===== config.mk =====
export PLATFORM = sky130hd
export DESIGN_NAME = cfhr_regs
export DESIGN_NICKNAME = d
export VERILOG_FILES = /design/src/design/cfhr_pkg.sv /design/src/design/cfhr_regs.sv
export SDC_FILE = /design/constraint.sdc
export NUM_CORES = 1
export LEC_CHECK = 0
export BUFFER_PORTS_ARGS = -buffer_cell sky130_fd_sc_hd__buf_2
export CAP_MARGIN = 10
export CELL_PAD_IN_SITES_DETAIL_PLACEMENT = 1
export CELL_PAD_IN_SITES_GLOBAL_PLACEMENT = 2
export CORE_MARGIN = 2
export CORE_UTILIZATION = 38
export DETAILED_ROUTE_END_ITERATION = 7
export GPL_TIMING_DRIVEN = 0
export PLACE_DENSITY_LB_ADDON = 0.12
export SETUP_SLACK_MARGIN = 0.15
export SLEW_MARGIN = 30
export SYNTH_ARGS = -nofsm -noshare
export SYNTH_HDL_FRONTEND = slang
export SYNTH_SLANG_ARGS = --single-unit

===== constraint.sdc =====
create_clock -name i_clk -period 6.1 [get_ports i_clk]
set_clock_uncertainty 0.2 [all_clocks]
set_input_delay 0.61 -clock i_clk [delete_from_list [all_inputs] [get_ports i_clk]]
set_output_delay 0.61 -clock i_clk [all_outputs]
set_load 0.1 [all_outputs]

===== src/design/cfhr_pkg.sv =====
// Constants shared by the codec flag, filter and headset register group.
// Operation
// - Sticky overflow flags for left/right ADC and left/right DAC sit in bits 7 to 4.
// - A read of the flag register clears the overflow flags, which read 0 after reset.
// - PLL pre-divider bits 3-0 give ratio 16 for code 0, else the code, and reset to 1.
// - Left and right ADC highpass codes sit in bits 7-6 and 5-4, and 00 turns one off.
// - Bit 3 enables the left DAC effects filter and bit 1 the right one; 0 bypasses it.
// - Bit 2 enables left DAC de-emphasis and bit 0 the right one; filter bits reset to 0.
// - Detection runs only while bit 7 of the detection control is 1; it resets to 0.
// - Read-only bits 6-5 report type 00 none, 01 no microphone or 11 microphone, never 10.
// - Jack debounce in bits 4-2 selects 16 to 512 ms, sampled every 2 to 64 ms.
// - Button debounce in bits 1-0 selects none, 8 ms at 1 ms, 16 ms at 2 ms or 32 ms at 4 ms.
// - A button press sets a sticky flag that clears when its register is read.
package cfhr_pkg;
  // Register offsets on the codec control port.
  localparam logic [7:0] ADDR_OVF_PLL = 8'h0b;
  localparam logic [7:0] ADDR_FILT = 8'h0c;
  localparam logic [7:0] ADDR_HSD_A = 8'h0d;
  localparam logic [7:0] ADDR_HSD_B = 8'h0e;
  // Values after reset.
  localparam logic [3:0] RST_PLL_DIV = 4'h1;
  localparam logic [7:0] RST_FILT = 8'h00;
  localparam logic [3:0] RST_OVF = 4'h0;
  // Field positions.
  localparam int OVF_MSB = 7;
  localparam int OVF_LSB = 4;
  localparam int PLL_MSB = 3;
  localparam int DET_EN_BIT = 7;
  localparam int JDEB_MSB = 4;
  localparam int JDEB_LSB = 2;
  localparam int BDEB_MSB = 1;
  localparam int BTN_FLAG_BIT = 5;
  localparam int HS_FLAG_BIT = 4;
  // Encodings.
  localparam logic [4:0] PLL_ZERO_RATIO = 5'h10;
  localparam logic [1:0] TYPE_NONE = 2'h0;
  localparam logic [1:0] TYPE_NO_MIC = 2'h1;
  localparam logic [1:0] TYPE_MIC = 2'h3;
  localparam logic [2:0] JDEB_MAX = 3'h5;
  // Timing: one millisecond base tick at the core clock rate.
  localparam int CLK_PERIOD_NS = 8;
  localparam int TICK_TIME_NS = 1000000;
  localparam int TICK_CYC = TICK_TIME_NS / CLK_PERIOD_NS;
  // Every debounce period is eight sample intervals long.
  localparam logic [3:0] DEB_SAMPLES = 4'h8;
endpackage : cfhr_pkg


===== src/design/cfhr_regs.sv =====
// Overflow flags, PLL divider, filter controls and headset detection registers.
`timescale 1ns/10ps
`default_nettype none
module cfhr_regs
  import cfhr_pkg::*;
#(
  parameter int TICK_CYCLES = TICK_CYC
) (
  // Clock and reset.
  input wire logic i_clk,
  input wire logic i_reset,
  // Register port.
  input wire logic [7:0] i_reg_addr,
  input wire logic i_reg_wr,
  input wire logic [7:0] i_reg_wdata,
  input wire logic i_reg_rd,
  output logic [7:0] o_reg_rdata,
  output logic o_reg_rvalid,
  // Overflow events from the converters.
  input wire logic i_ovf_adc_l,
  input wire logic i_ovf_adc_r,
  input wire logic i_ovf_dac_l,
  input wire logic i_ovf_dac_r,
  // Headset contacts, asynchronous.
  input wire logic i_jack_in,
  input wire logic i_mic_in,
  input wire logic i_button_in,
  // Control outputs.
  output logic [4:0] o_pll_ratio,
  output logic [1:0] o_hpf_left,
  output logic [1:0] o_hpf_right,
  output logic o_dac_fx_left,
  output logic o_dac_deemph_left,
  output logic o_dac_fx_right,
  output logic o_dac_deemph_right,
  output logic [1:0] o_headset_type,
  output logic o_button_flag
);

  logic [3:0] ovf_q, ovf_d;
  logic [3:0] pll_q;
  logic [7:0] filt_q;
  logic det_en_q;
  logic [2:0] jdeb_q;
  logic [1:0] bdeb_q;
  logic [1:0] type_q;
  logic btn_flag_q, btn_flag_d;
  logic [4:0] ratio_q;
  logic [7:0] rdata_q;
  logic rvalid_q;
  logic [2:0] pin_meta_q, pin_sync_q;
  logic [16:0] tick_cnt_q;
  logic [6:0] jdiv_q, bdiv_q;
  logic [1:0] jstab_q, jcand_q;
  logic [3:0] jcnt_q;
  logic bstab_q, bcand_q;
  logic [3:0] bcnt_q;

  // Register decode.
  wire wr_ovf = i_reg_wr && (i_reg_addr == ADDR_OVF_PLL);
  wire wr_filt = i_reg_wr && (i_reg_addr == ADDR_FILT);
  wire wr_hsd = i_reg_wr && (i_reg_addr == ADDR_HSD_A);
  wire rd_ovf = i_reg_rd && (i_reg_addr == ADDR_OVF_PLL);
  wire rd_hsdb = i_reg_rd && (i_reg_addr == ADDR_HSD_B);
  wire [3:0] ovf_evt = {i_ovf_adc_l, i_ovf_adc_r, i_ovf_dac_l, i_ovf_dac_r};
  wire [7:0] hsdb_word = {2'h0, btn_flag_q, type_q != TYPE_NONE, 4'h0};
  wire [7:0] rd_mux = (i_reg_addr == ADDR_OVF_PLL) ? {ovf_q, pll_q} :
                      (i_reg_addr == ADDR_FILT) ? filt_q :
                      (i_reg_addr == ADDR_HSD_A) ? {det_en_q, type_q, jdeb_q, bdeb_q} :
                      (i_reg_addr == ADDR_HSD_B) ? hsdb_word : 8'h00;

  // Sticky flags: a new event in the clearing cycle wins over the read.
  assign ovf_d = (ovf_q & ~{4{rd_ovf}}) | ovf_evt;

  // Sample pacing; reserved jack codes are clamped to the slowest rate.
  wire [2:0] jcode = (jdeb_q > JDEB_MAX) ? JDEB_MAX : jdeb_q;
  wire [6:0] jper_m1 = (7'h02 << jcode) - 7'h01;
  wire [6:0] bper_m1 = (7'h01 << (bdeb_q - 2'h1)) - 7'h01;
  wire ms_tick = (tick_cnt_q == 17'(TICK_CYCLES - 1));
  wire jsamp = det_en_q && ms_tick && (jdiv_q == jper_m1);
  wire bsamp = det_en_q && ms_tick && (bdiv_q == bper_m1);

  // Debounce: a sample that differs from the stable level must repeat unchanged.
  wire [1:0] jraw = {pin_sync_q[2], pin_sync_q[2] & pin_sync_q[1]};
  wire jaccept = jsamp && (jraw != jstab_q) && (jraw == jcand_q)
                 && (jcnt_q == DEB_SAMPLES - 4'h1);
  wire bnodeb = det_en_q && (bdeb_q == 2'h0);
  wire baccept = bsamp && (bdeb_q != 2'h0) && (pin_sync_q[0] != bstab_q)
                 && (pin_sync_q[0] == bcand_q) && (bcnt_q == DEB_SAMPLES - 4'h1);
  wire bnext = bnodeb ? pin_sync_q[0] : (baccept ? pin_sync_q[0] : bstab_q);
  wire bpress = det_en_q && bnext && !bstab_q;
  assign btn_flag_d = (btn_flag_q & ~rd_hsdb) | bpress;
  wire [1:0] type_d = !jstab_q[1] ? TYPE_NONE : (jstab_q[0] ? TYPE_MIC : TYPE_NO_MIC);

  // Software-visible control state.
  always_ff @(posedge i_clk) begin
    if (i_reset) begin
      ovf_q <= RST_OVF;
      pll_q <= RST_PLL_DIV;
      filt_q <= RST_FILT;
      det_en_q <= 1'b0;
      jdeb_q <= 3'h0;
      bdeb_q <= 2'h0;
      btn_flag_q <= 1'b0;
    end else begin
      ovf_q <= ovf_d;
      btn_flag_q <= btn_flag_d;
      if (wr_ovf) begin
        pll_q <= i_reg_wdata[PLL_MSB:0];
      end
      if (wr_filt) begin
        filt_q <= i_reg_wdata;
      end
      if (wr_hsd) begin
        det_en_q <= i_reg_wdata[DET_EN_BIT];
        jdeb_q <= i_reg_wdata[JDEB_MSB:JDEB_LSB];
        bdeb_q <= i_reg_wdata[BDEB_MSB:0];
      end
    end
  end

  // Read data and derived outputs are registered so each output is a flop.
  always_ff @(posedge i_clk) begin
    if (i_reset) begin
      rdata_q <= 8'h00;
      rvalid_q <= 1'b0;
      ratio_q <= 5'h01;
      type_q <= TYPE_NONE;
    end else begin
      rvalid_q <= i_reg_rd;
      if (i_reg_rd) begin
        rdata_q <= rd_mux;
      end
      ratio_q <= (pll_q == 4'h0) ? PLL_ZERO_RATIO : {1'b0, pll_q};
      type_q <= det_en_q ? type_d : TYPE_NONE;
    end
  end

  // Two-stage synchronisers for the jack, microphone and button contacts.
  always_ff @(posedge i_clk) begin
    if (i_reset) begin
      pin_meta_q <= 3'h0;
      pin_sync_q <= 3'h0;
    end else begin
      pin_meta_q <= {i_jack_in, i_mic_in, i_button_in};
      pin_sync_q <= pin_meta_q;
    end
  end

  // Millisecond base and per-detector sample dividers; idle while detection is off.
  always_ff @(posedge i_clk) begin
    if (i_reset || !det_en_q) begin
      tick_cnt_q <= 17'h0;
      jdiv_q <= 7'h0;
      bdiv_q <= 7'h0;
    end else begin
      tick_cnt_q <= ms_tick ? 17'h0 : tick_cnt_q + 17'h1;
      if (ms_tick) begin
        jdiv_q <= (jdiv_q >= jper_m1) ? 7'h0 : jdiv_q + 7'h1;
        bdiv_q <= (bdiv_q >= bper_m1) ? 7'h0 : bdiv_q + 7'h1;
      end
    end
  end

  // Jack debouncer: a mismatch or a change of candidate restarts the count.
  always_ff @(posedge i_clk) begin
    if (i_reset || !det_en_q) begin
      jstab_q <= 2'h0;
      jcand_q <= 2'h0;
      jcnt_q <= 4'h0;
    end else if (jsamp) begin
      jcand_q <= jraw;
      if (jraw == jstab_q) begin
        jcnt_q <= 4'h0;
      end else if (jaccept) begin
        jstab_q <= jraw;
        jcnt_q <= 4'h0;
      end else begin
        jcnt_q <= (jraw == jcand_q) ? jcnt_q + 4'h1 : 4'h1;
      end
    end
  end

  // Button debouncer; with debounce off the synchronised level is taken directly.
  always_ff @(posedge i_clk) begin
    if (i_reset || !det_en_q) begin
      bstab_q <= 1'b0;
      bcand_q <= 1'b0;
      bcnt_q <= 4'h0;
    end else begin
      bstab_q <= bnext;
      if (bnodeb || baccept || (bsamp && pin_sync_q[0] == bstab_q)) begin
        bcnt_q <= 4'h0;
      end else if (bsamp) begin
        bcnt_q <= (pin_sync_q[0] == bcand_q) ? bcnt_q + 4'h1 : 4'h1;
      end
      if (bsamp) begin
        bcand_q <= pin_sync_q[0];
      end
    end
  end

  // Outputs, all from flops.
  assign o_reg_rdata = rdata_q;
  assign o_reg_rvalid = rvalid_q;
  assign o_pll_ratio = ratio_q;
  assign o_hpf_left = filt_q[7:6];
  assign o_hpf_right = filt_q[5:4];
  assign o_dac_fx_left = filt_q[3];
  assign o_dac_deemph_left = filt_q[2];
  assign o_dac_fx_right = filt_q[1];
  assign o_dac_deemph_right = filt_q[0];
  assign o_headset_type = type_q;
  assign o_button_flag = btn_flag_q;

  // Any overflow event shows in its flag next cycle, and unread flags never drop.
  property p_ovf_sticky;
    @(posedge i_clk) disable iff (i_reset)
      ##1 ((ovf_q & $past(ovf_evt)) == $past(ovf_evt))
        && ($past(rd_ovf) || ((ovf_q & $past(ovf_q)) == $past(ovf_q)))
        && (o_reg_rvalid == $past(i_reg_rd));
  endproperty
  a_ovf_sticky: assert property (p_ovf_sticky) else $error("overflow flag not set");

  // A flag read with no new event returns to zero.
  property p_ovf_clear;
    @(posedge i_clk) disable iff (i_reset) (rd_ovf && ovf_evt == 4'h0) |=> ovf_q == 4'h0;
  endproperty
  a_ovf_clear: assert property (p_ovf_clear)
    else $error("overflow flags not cleared by read");

  // Code zero maps to ratio sixteen, others to themselves.
  property p_pll_ratio;
    @(posedge i_clk) disable iff (i_reset)
      ##1 o_pll_ratio == (($past(pll_q) == 4'h0) ? 5'h10 : {1'b0, $past(pll_q)});
  endproperty
  a_pll_ratio: assert property (p_pll_ratio) else $error("pll ratio mismatch");

  // Highpass codes follow a filter register write.
  property p_hpf;
    @(posedge i_clk) disable iff (i_reset)
      wr_filt |=> {o_hpf_left, o_hpf_right} == $past(i_reg_wdata[7:4]);
  endproperty
  a_hpf: assert property (p_hpf) else $error("highpass control not written");

  // Effects enables sit on bits 3 and 1.
  property p_fx;
    @(posedge i_clk) disable iff (i_reset)
      wr_filt |=> o_dac_fx_left == $past(i_reg_wdata[3])
        && o_dac_fx_right == $past(i_reg_wdata[1]);
  endproperty
  a_fx: assert property (p_fx) else $error("effects enable misplaced");

  // De-emphasis enables sit on bits 2 and 0.
  property p_deemph;
    @(posedge i_clk) disable iff (i_reset)
      wr_filt |=> o_dac_deemph_left == $past(i_reg_wdata[2])
        && o_dac_deemph_right == $past(i_reg_wdata[0]);
  endproperty
  a_deemph: assert property (p_deemph) else $error("de-emphasis enable misplaced");

  // With detection off the type reports none and the press flag cannot rise.
  // A button already held when detection is switched on may count as a press at once.
  property p_det_off;
    @(posedge i_clk) disable iff (i_reset)
      !det_en_q |=> o_headset_type == TYPE_NONE && !$rose(o_button_flag);
  endproperty
  a_det_off: assert property (p_det_off) else $error("detection active while disabled");

  // The reserved type code never appears.
  property p_type;
    @(posedge i_clk) disable iff (i_reset) o_headset_type != 2'h2;
  endproperty
  a_type: assert property (p_type) else $error("reserved headset type reported");

  // Jack state changes only on the sample that completes eight matching samples.
  property p_jack_accept;
    @(posedge i_clk) disable iff (i_reset)
      (det_en_q && jstab_q != $past(jstab_q)) |-> $past(jsamp) && $past(jcnt_q) == 4'h7;
  endproperty
  a_jack_accept: assert property (p_jack_accept)
    else $error("jack change without full debounce");

  // A debounced press sets the sticky flag.
  property p_btn_flag;
    @(posedge i_clk) disable iff (i_reset) bpress |=> o_button_flag;
  endproperty
  a_btn_flag: assert property (p_btn_flag) else $error("button flag not set");

endmodule : cfhr_regs
`default_nettype wire


==> results.sh, run 1 <==
export IMPL_routed_via_density=5.30
export IMPL_fin_tns_setup_ns=0
export IMPL_start_util=0.392
export IMPL_status="completed"
export IMPL_first_pass_iters=5
export IMPL_max_slew_margin=0.546
export IMPL_pwr_share_comb=0.049
export IMPL_report_final_slew_viol_count=0
export IMPL_arrival_ns=3.10
export IMPL_slowest_stage="or4_1"
export IMPL_cap_violations=0
export IMPL_clkPwrFrac=0.448
export IMPL_io_buffers=50
export IMPL_numCtsBuffers=9
export IMPL_synth_warnings=0
export IMPL_min_period_ns=3.03
export IMPL_crit_top_cell="ha_1"
export IMPL_holdWs_ns=0.242
export IMPL_tightest_slew_ns=0.681
export IMPL_fill_cells=1322
export IMPL_path_class="reg -> reg"
export IMPL_wirelength_mm=10.9
export IMPL_core_area_um2=10900
export IMPL_min_to="pin_sync_q[1]"
export IMPL_drive_above_1_share=0.160
export IMPL_setup_violations_final=0
export IMPL_swShare=0.249
export IMPL_layout_common_cells="dfxtp_1 (90), nor2_1 (72), buf_2 (52), nand2_1 (35)"
export IMPL_finalCritPeriodShare=0.497
export IMPL_grt_remaining_overflow=0
export IMPL_crit_fanout=9
export IMPL_wl_per_cell_um=15.8
export IMPL_worstReg2RegStart="bdeb_q[0]"
export IMPL_cts_hold_buffers=0
export IMPL_synth_async_reset_ratio=0
export IMPL_yosysTopAreaCell="dfxtp_1"
export IMPL_die_h_um=110
export IMPL_hp_class="reg -> reg"
export IMPL_syn_area_per_cell_um2=8.92
export IMPL_h_tree_depth=3
export IMPL_powerDensity_nw_per_um2=237
export IMPL_synth_area_um2=4280
export IMPL_crit_chain="inv_1, ha_1, xnor2_1, ha_1, nand4_1, nor4_4, nand3_4, or4_1, a211oi_1"
export IMPL_required_ns=6.16
export IMPL_drc=0
export IMPL_dieArea_um2=12100
export IMPL_stdcell_count=689
export IMPL_grt_pass1_vias=3660
export IMPL_cts_post_setup_buffers_inserted=0
export IMPL_detail_route_antenna_nets=0
export IMPL_synth_top_flop_cell="dfxtp_1"
export IMPL_power_internal_mw=0.890
export IMPL_root_buffer="clkbuf_16"
export IMPL_finalHoldViolations=0
export IMPL_io_pins=52
export IMPL_fin_nets=592
export IMPL_start_kind="flip-flop"
export IMPL_cts_tree="built"
export IMPL_synth_edf_count=0
export IMPL_ys_types=54
export IMPL_clk_pin_slew_ns=0.07
export IMPL_yosys_top_cells_area="dfxtp_1 (42%), nor2_1 (6.3%), ha_1 (6.1%)"
export IMPL_cts_resized=0
export IMPL_whs_path_depth=1
export IMPL_area_growth_pct=16.7
export IMPL_worstHoldStart="pin_meta_q[1]"
export IMPL_crit_path_end_kind="flip-flop"
export IMPL_place_inst=673
export IMPL_timing_rr_end="bcnt_q[3]"
export IMPL_antenna_found_initial=0
export IMPL_rsz0062_at_grt="false"
export IMPL_synthCells=480
export IMPL_tritoncts_num_sinks=90
export IMPL_track_usage=0.193
export IMPL_grt_max_degree=17
export IMPL_grt_pass1_wl_mm=18.0
export IMPL_row_count=38
export IMPL_max_freq_ghz=0.330
export IMPL_path_buf_inv=1
export IMPL_gp_congestion=0.786
export IMPL_path_delay_family="simple AND/OR/NAND/NOR gates"
export IMPL_power_frac_seq=0.504
export IMPL_max_stage_delay_ns=0.53
export IMPL_vias=3650
export IMPL_synth_top_cell_area_share=0.421
export IMPL_power_switching_mw=0.295
export IMPL_cellLeakagePower_nw=1.90
export IMPL_clock_latency_ns=0.35
export IMPL_dp_hpwl_mm=8.42
export IMPL_drt_iter0_markers=106
export IMPL_die_x_um=110
export IMPL_ys_ff_latch=90
export IMPL_clockBufferDepth=2
export IMPL_mostFrequentLayoutCell="dfxtp_1"
export IMPL_vdd_drop_max_v=0.000156
export IMPL_diodes=0
export IMPL_yosysSeqAreaShare=0.421
export IMPL_reg2regPathDepth=9
export IMPL_r2r_slack_ns=3.07
-- flip-flops by register name, summed over array words and instances, names as in the netlist, 2 cells and up --
register and flops:
jcand_q 2, o_headset_type 2, pin_meta_q 3, o_reg_rdata 8, jdiv_q 7, bdiv_q 7
pll_q 4, filt_q 8, ovf_q 4, o_pll_ratio 5, pin_sync_q 3, jdeb_q 3
bdeb_q 2, jstab_q 2, bcnt_q 4, tick_cnt_q 17, jcnt_q 4
-- kinds of logic after synthesis --
kind of cell	after synthesis	synth area share
other	1	0.000876
AOI/OAI and AO/OA	69	0.102
muxes	24	0.0578
xor gates and xnor gates	27	0.0552
and+or+nand+nor	215	0.271
buffers and inverters	33	0.0313
DFF	90	0.421
adders and majority gates	21	0.0613
-- through the flow --
step / power, mW / worst slack (ns) / util / cell area, um^2
floorplan: 0.646 / 3.42 / - / 4290
global placement: 0.667 / 3.13 / 0.432 / 4720
detailed placement: 0.668 / 3.09 / 0.432 / 4720
CTS: 1.20 / 3.07 / 0.457 / 5000
global route: 1.23 / 2.92 / 0.457 / 5000
finish: 1.18 / 3.07 / 0.457 / 5000
-- final cells by class --
class | count | area, um^2 | share of cell area
clock inverters | 7 | 52.6 | 0.0105
flip-flops and latches | 90 | 1800 | 0.361
multi-input cells | 360 | 2360 | 0.472
inverters | 15 | 56.3 | 0.0113
plain buffers | 18 | 77.6 | 0.0155
clock buffers | 9 | 225 | 0.0451
well taps | 140 | 175 | 0.0351
repair buffers | 50 | 250 | 0.0501
-- cell usage after synthesis, drive strengths merged (4+ instances only) --
library cell	count
clkbuf	15
nor4	9
nor2b	14
nor3	10
a21oi	22
mux2i	18
nand2	35
nand3b	5
nand4	11
xnor2	15
mux2	6
a211oi	10
o21ai	11
a22oi	8
xor2	12
inv	15
or2	4
and3	7
nand3	23
dfxtp	90
nor2	72
a31oi	5
ha	21
-- worst max path at each step --
stage | end | from | depth (start not counted)
after floorplan | bcnt_q[3] | bdeb_q[0] | 9
after global placement | jdeb_q[0] | i_reg_addr[5] | 8
after detailed placement | bcnt_q[3] | bdeb_q[0] | 9
after CTS | bcnt_q[3] | bdeb_q[0] | 9
after global routing | bcnt_q[3] | bdeb_q[0] | 9
final | bcnt_q[3] | bdeb_q[0] | 9
-- power by group through the flow --
| stage | Combinational (mW) | Sequential (mW) | Clock, mW |
|---|---|---|---|
| after global routing | 0.0624 | 0.597 | 0.566 |
| after floorplan | 0.0198 | 0.627 | 0 |
| after detailed placement | 0.0580 | 0.610 | 0 |
| final | 0.0577 | 0.597 | 0.530 |
| after CTS | 0.0581 | 0.597 | 0.544 |
| after global placement | 0.0573 | 0.610 | 0 |
-- per-layer routing --
layer / GRT usage / up-vias / wire [um]
met5: 0 / - / 0
met3: 0.0335 / 11 / 266
li1: - / 1830 / -
met4: 0.0696 / 0 / 161
met2: 0.307 / 42 / 5180
met1: 0.262 / 1767 / 5310
Power figures use the tool's default switching activity.
==> run 2, diff against run 1 <==
- CORE_UTILIZATION: 38 -> 36
- clock period: 6.1 -> 2.9 ns (I/O delays scaled with it)
==> run 2 against run 1 <==
Against the previous run:
- the run now ends with DRC left
- combinational power rose by 130%
- first-iteration DRC count rose by 17%
- fmax rose by 14%
- core utilization rose by 0.31 points
- sequential cell count did not move
- register-to-register slack got worse by 2.8 ns
- largest power group is now clock
==> results.sh, run 2 (synthesis results as in run 1) <==
export IMPL_area_growth_pct=23.7
export IMPL_grt_pass1_vias=3742
export IMPL_worstHoldStart="i_reg_wdata[3]"
export IMPL_clockBufferDepth=2
export IMPL_whs_path_depth=3
export IMPL_vdd_drop_max_v=0.000412
export IMPL_cellLeakagePower_nw=2.02
export IMPL_timing_rr_end="bcnt_q[2]"
export IMPL_die_x_um=113
export IMPL_final_cell_area_um2=5300
export IMPL_largest_reg_flops=17
export IMPL_max_slew_margin=0.555
export IMPL_root_buffer="clkbuf_16"
export IMPL_row_count=39
export IMPL_finalHoldViolations=0
export IMPL_wl_per_cell_um=15.5
export IMPL_io_buffers=50
export IMPL_gp_congestion=0.764
export IMPL_tritoncts_num_sinks=90
export IMPL_report_final_slew_viol_count=0
export IMPL_routed_via_density=5.16
export IMPL_diodes=0
export IMPL_dieArea_um2=12800
export IMPL_rsz0062_at_grt="false"
export IMPL_drt_iter0_markers=124
export IMPL_fin_tns_setup_ns=0
export IMPL_start_util=0.372
export IMPL_layout_common_cells="dfxtp_1 (88), nor2_1 (72), buf_2 (51), nand2_1 (34), nand3_1 (22)"
export IMPL_powerDensity_nw_per_um2=502
export IMPL_crit_path_end_kind="flip-flop"
export IMPL_reg2regPathDepth=9
export IMPL_slowest_stage="or4b_4"
export IMPL_hp_class="in -> reg"
export IMPL_arrival_ns=2.73
export IMPL_violations="DRC"
export IMPL_required_ns=2.98
export IMPL_first_pass_iters=6
export IMPL_numCtsBuffers=9
export IMPL_fin_nets=614
export IMPL_start_kind="flip-flop"
export IMPL_antenna_found_initial=0
export IMPL_grt_pass1_wl_mm=18.7
export IMPL_vias=3681
export IMPL_crit_chain="inv_2, ha_2, xnor2_1, ha_1, nand4_1, nor4_4, nand3_4, or4b_4, a211oi_2"
export IMPL_tightest_slew_ns=0.667
export IMPL_r2r_slack_ns=0.25
export IMPL_drc=10
export IMPL_crit_fanout=4
export IMPL_holdWs_ns=0.0195
export IMPL_path_class="reg -> reg"
export IMPL_grt_max_degree=16
export IMPL_cap_violations=0
export IMPL_cts_tree="built"
export IMPL_clock_latency_ns=0.35
export IMPL_setup_violations_final=0
export IMPL_drive_above_1_share=0.200
export IMPL_dpl_instance_area_um2=4720
export IMPL_status="finished, violations left"
export IMPL_wirelength_mm=11.1
export IMPL_grt_remaining_overflow=0
export IMPL_min_period_ns=2.65
export IMPL_min_to="pll_q[3]"
export IMPL_top_register="tick_cnt_q"
export IMPL_detail_route_antenna_nets=0
export IMPL_max_freq_ghz=0.377
export IMPL_h_tree_depth=3
export IMPL_track_usage=0.185
export IMPL_mostFrequentLayoutCell="dfxtp_1"
export IMPL_worstReg2RegStart="bdeb_q[1]"
export IMPL_max_stage_delay_ns=0.50
export IMPL_die_h_um=113
export IMPL_core_area_um2=11500
export IMPL_io_pins=52
export IMPL_finalCritPeriodShare=0.914
export IMPL_dp_hpwl_mm=8.30
export IMPL_clk_pin_slew_ns=0.07
run 2: layout make-up:
type	instances	area, um^2
sequential	90	1800
multi-input combinational	360	2420
timing repair buffer	72	442
buffer	18	80.1
tap	143	179
clock buffer	10	229
clock inverter	6	90.1
inverter	15	56.3
fill	1357	6220
run 2: worst max-delay path: cells and delay by family, from the launching register on:
family | cells | cell delay (ns)
AO/OA/AOI/OAI | 1 | 0.21
XOR/XNOR | 1 | 0.12
adder cells (fa/ha/maj) | 2 | 0.44
buffers and inverters | 1 | 0.06
flip-flops | 1 | 0.35
AND/OR/NAND/NOR | 4 | 1.18
run 2: worst max-delay path by stage:
stage	slack, ns	startpoint	cells after the start	endpoint
2_1_floorplan	0.22	bdeb_q[0]	9	bcnt_q[3]
3_3_place_gp	-0.05	bdeb_q[0]	9	bcnt_q[3]
3_5_place_dp	-0.13	bdeb_q[0]	9	bcnt_q[3]
4_1_cts	0.14	bdeb_q[0]	9	bcnt_q[3]
5_1_grt	0.14	bdeb_q[1]	9	bcnt_q[2]
6_report	0.25	bdeb_q[1]	9	bcnt_q[2]
run 2: metal layers:
layer,wire length (um),vias up,share of wire,track usage
li1,-,1869,-,-
met1,5200,1736,0.47,0.232
met2,5220,64,0.47,0.309
met3,482,12,0.043,0.0482
met4,198,0,0.018,0.0667
met5,0,-,0,0
run 2: through the flow:
step                      utilization  power, mW  setup WS (ns)  cells
final                           0.460       2.66          0.251    714
after global routing            0.460       2.76          0.138    714
after CTS                       0.451       2.70          0.137    705
after detailed placement        0.410       1.41         -0.135    676
after global placement          0.410       1.40        -0.0488    676
after floorplan                     -       1.36          0.216    483
run 2: what timing repair did:
item,in CTS,in global routing
resized for setup,8,10
hold buffers,9,0
pin swaps,2,5
endpoints found under the hold margin,9,0
setup endpoints to repair,13,23
buffers inserted,4,9
run 2: power by group:
group | internal, mW | total, mW | switching, mW
logic | 0.0445 | 0.132 | 0.0878
clock network | 0.759 | 1.27 | 0.515
registers | 1.25 | 1.26 | 0.00656
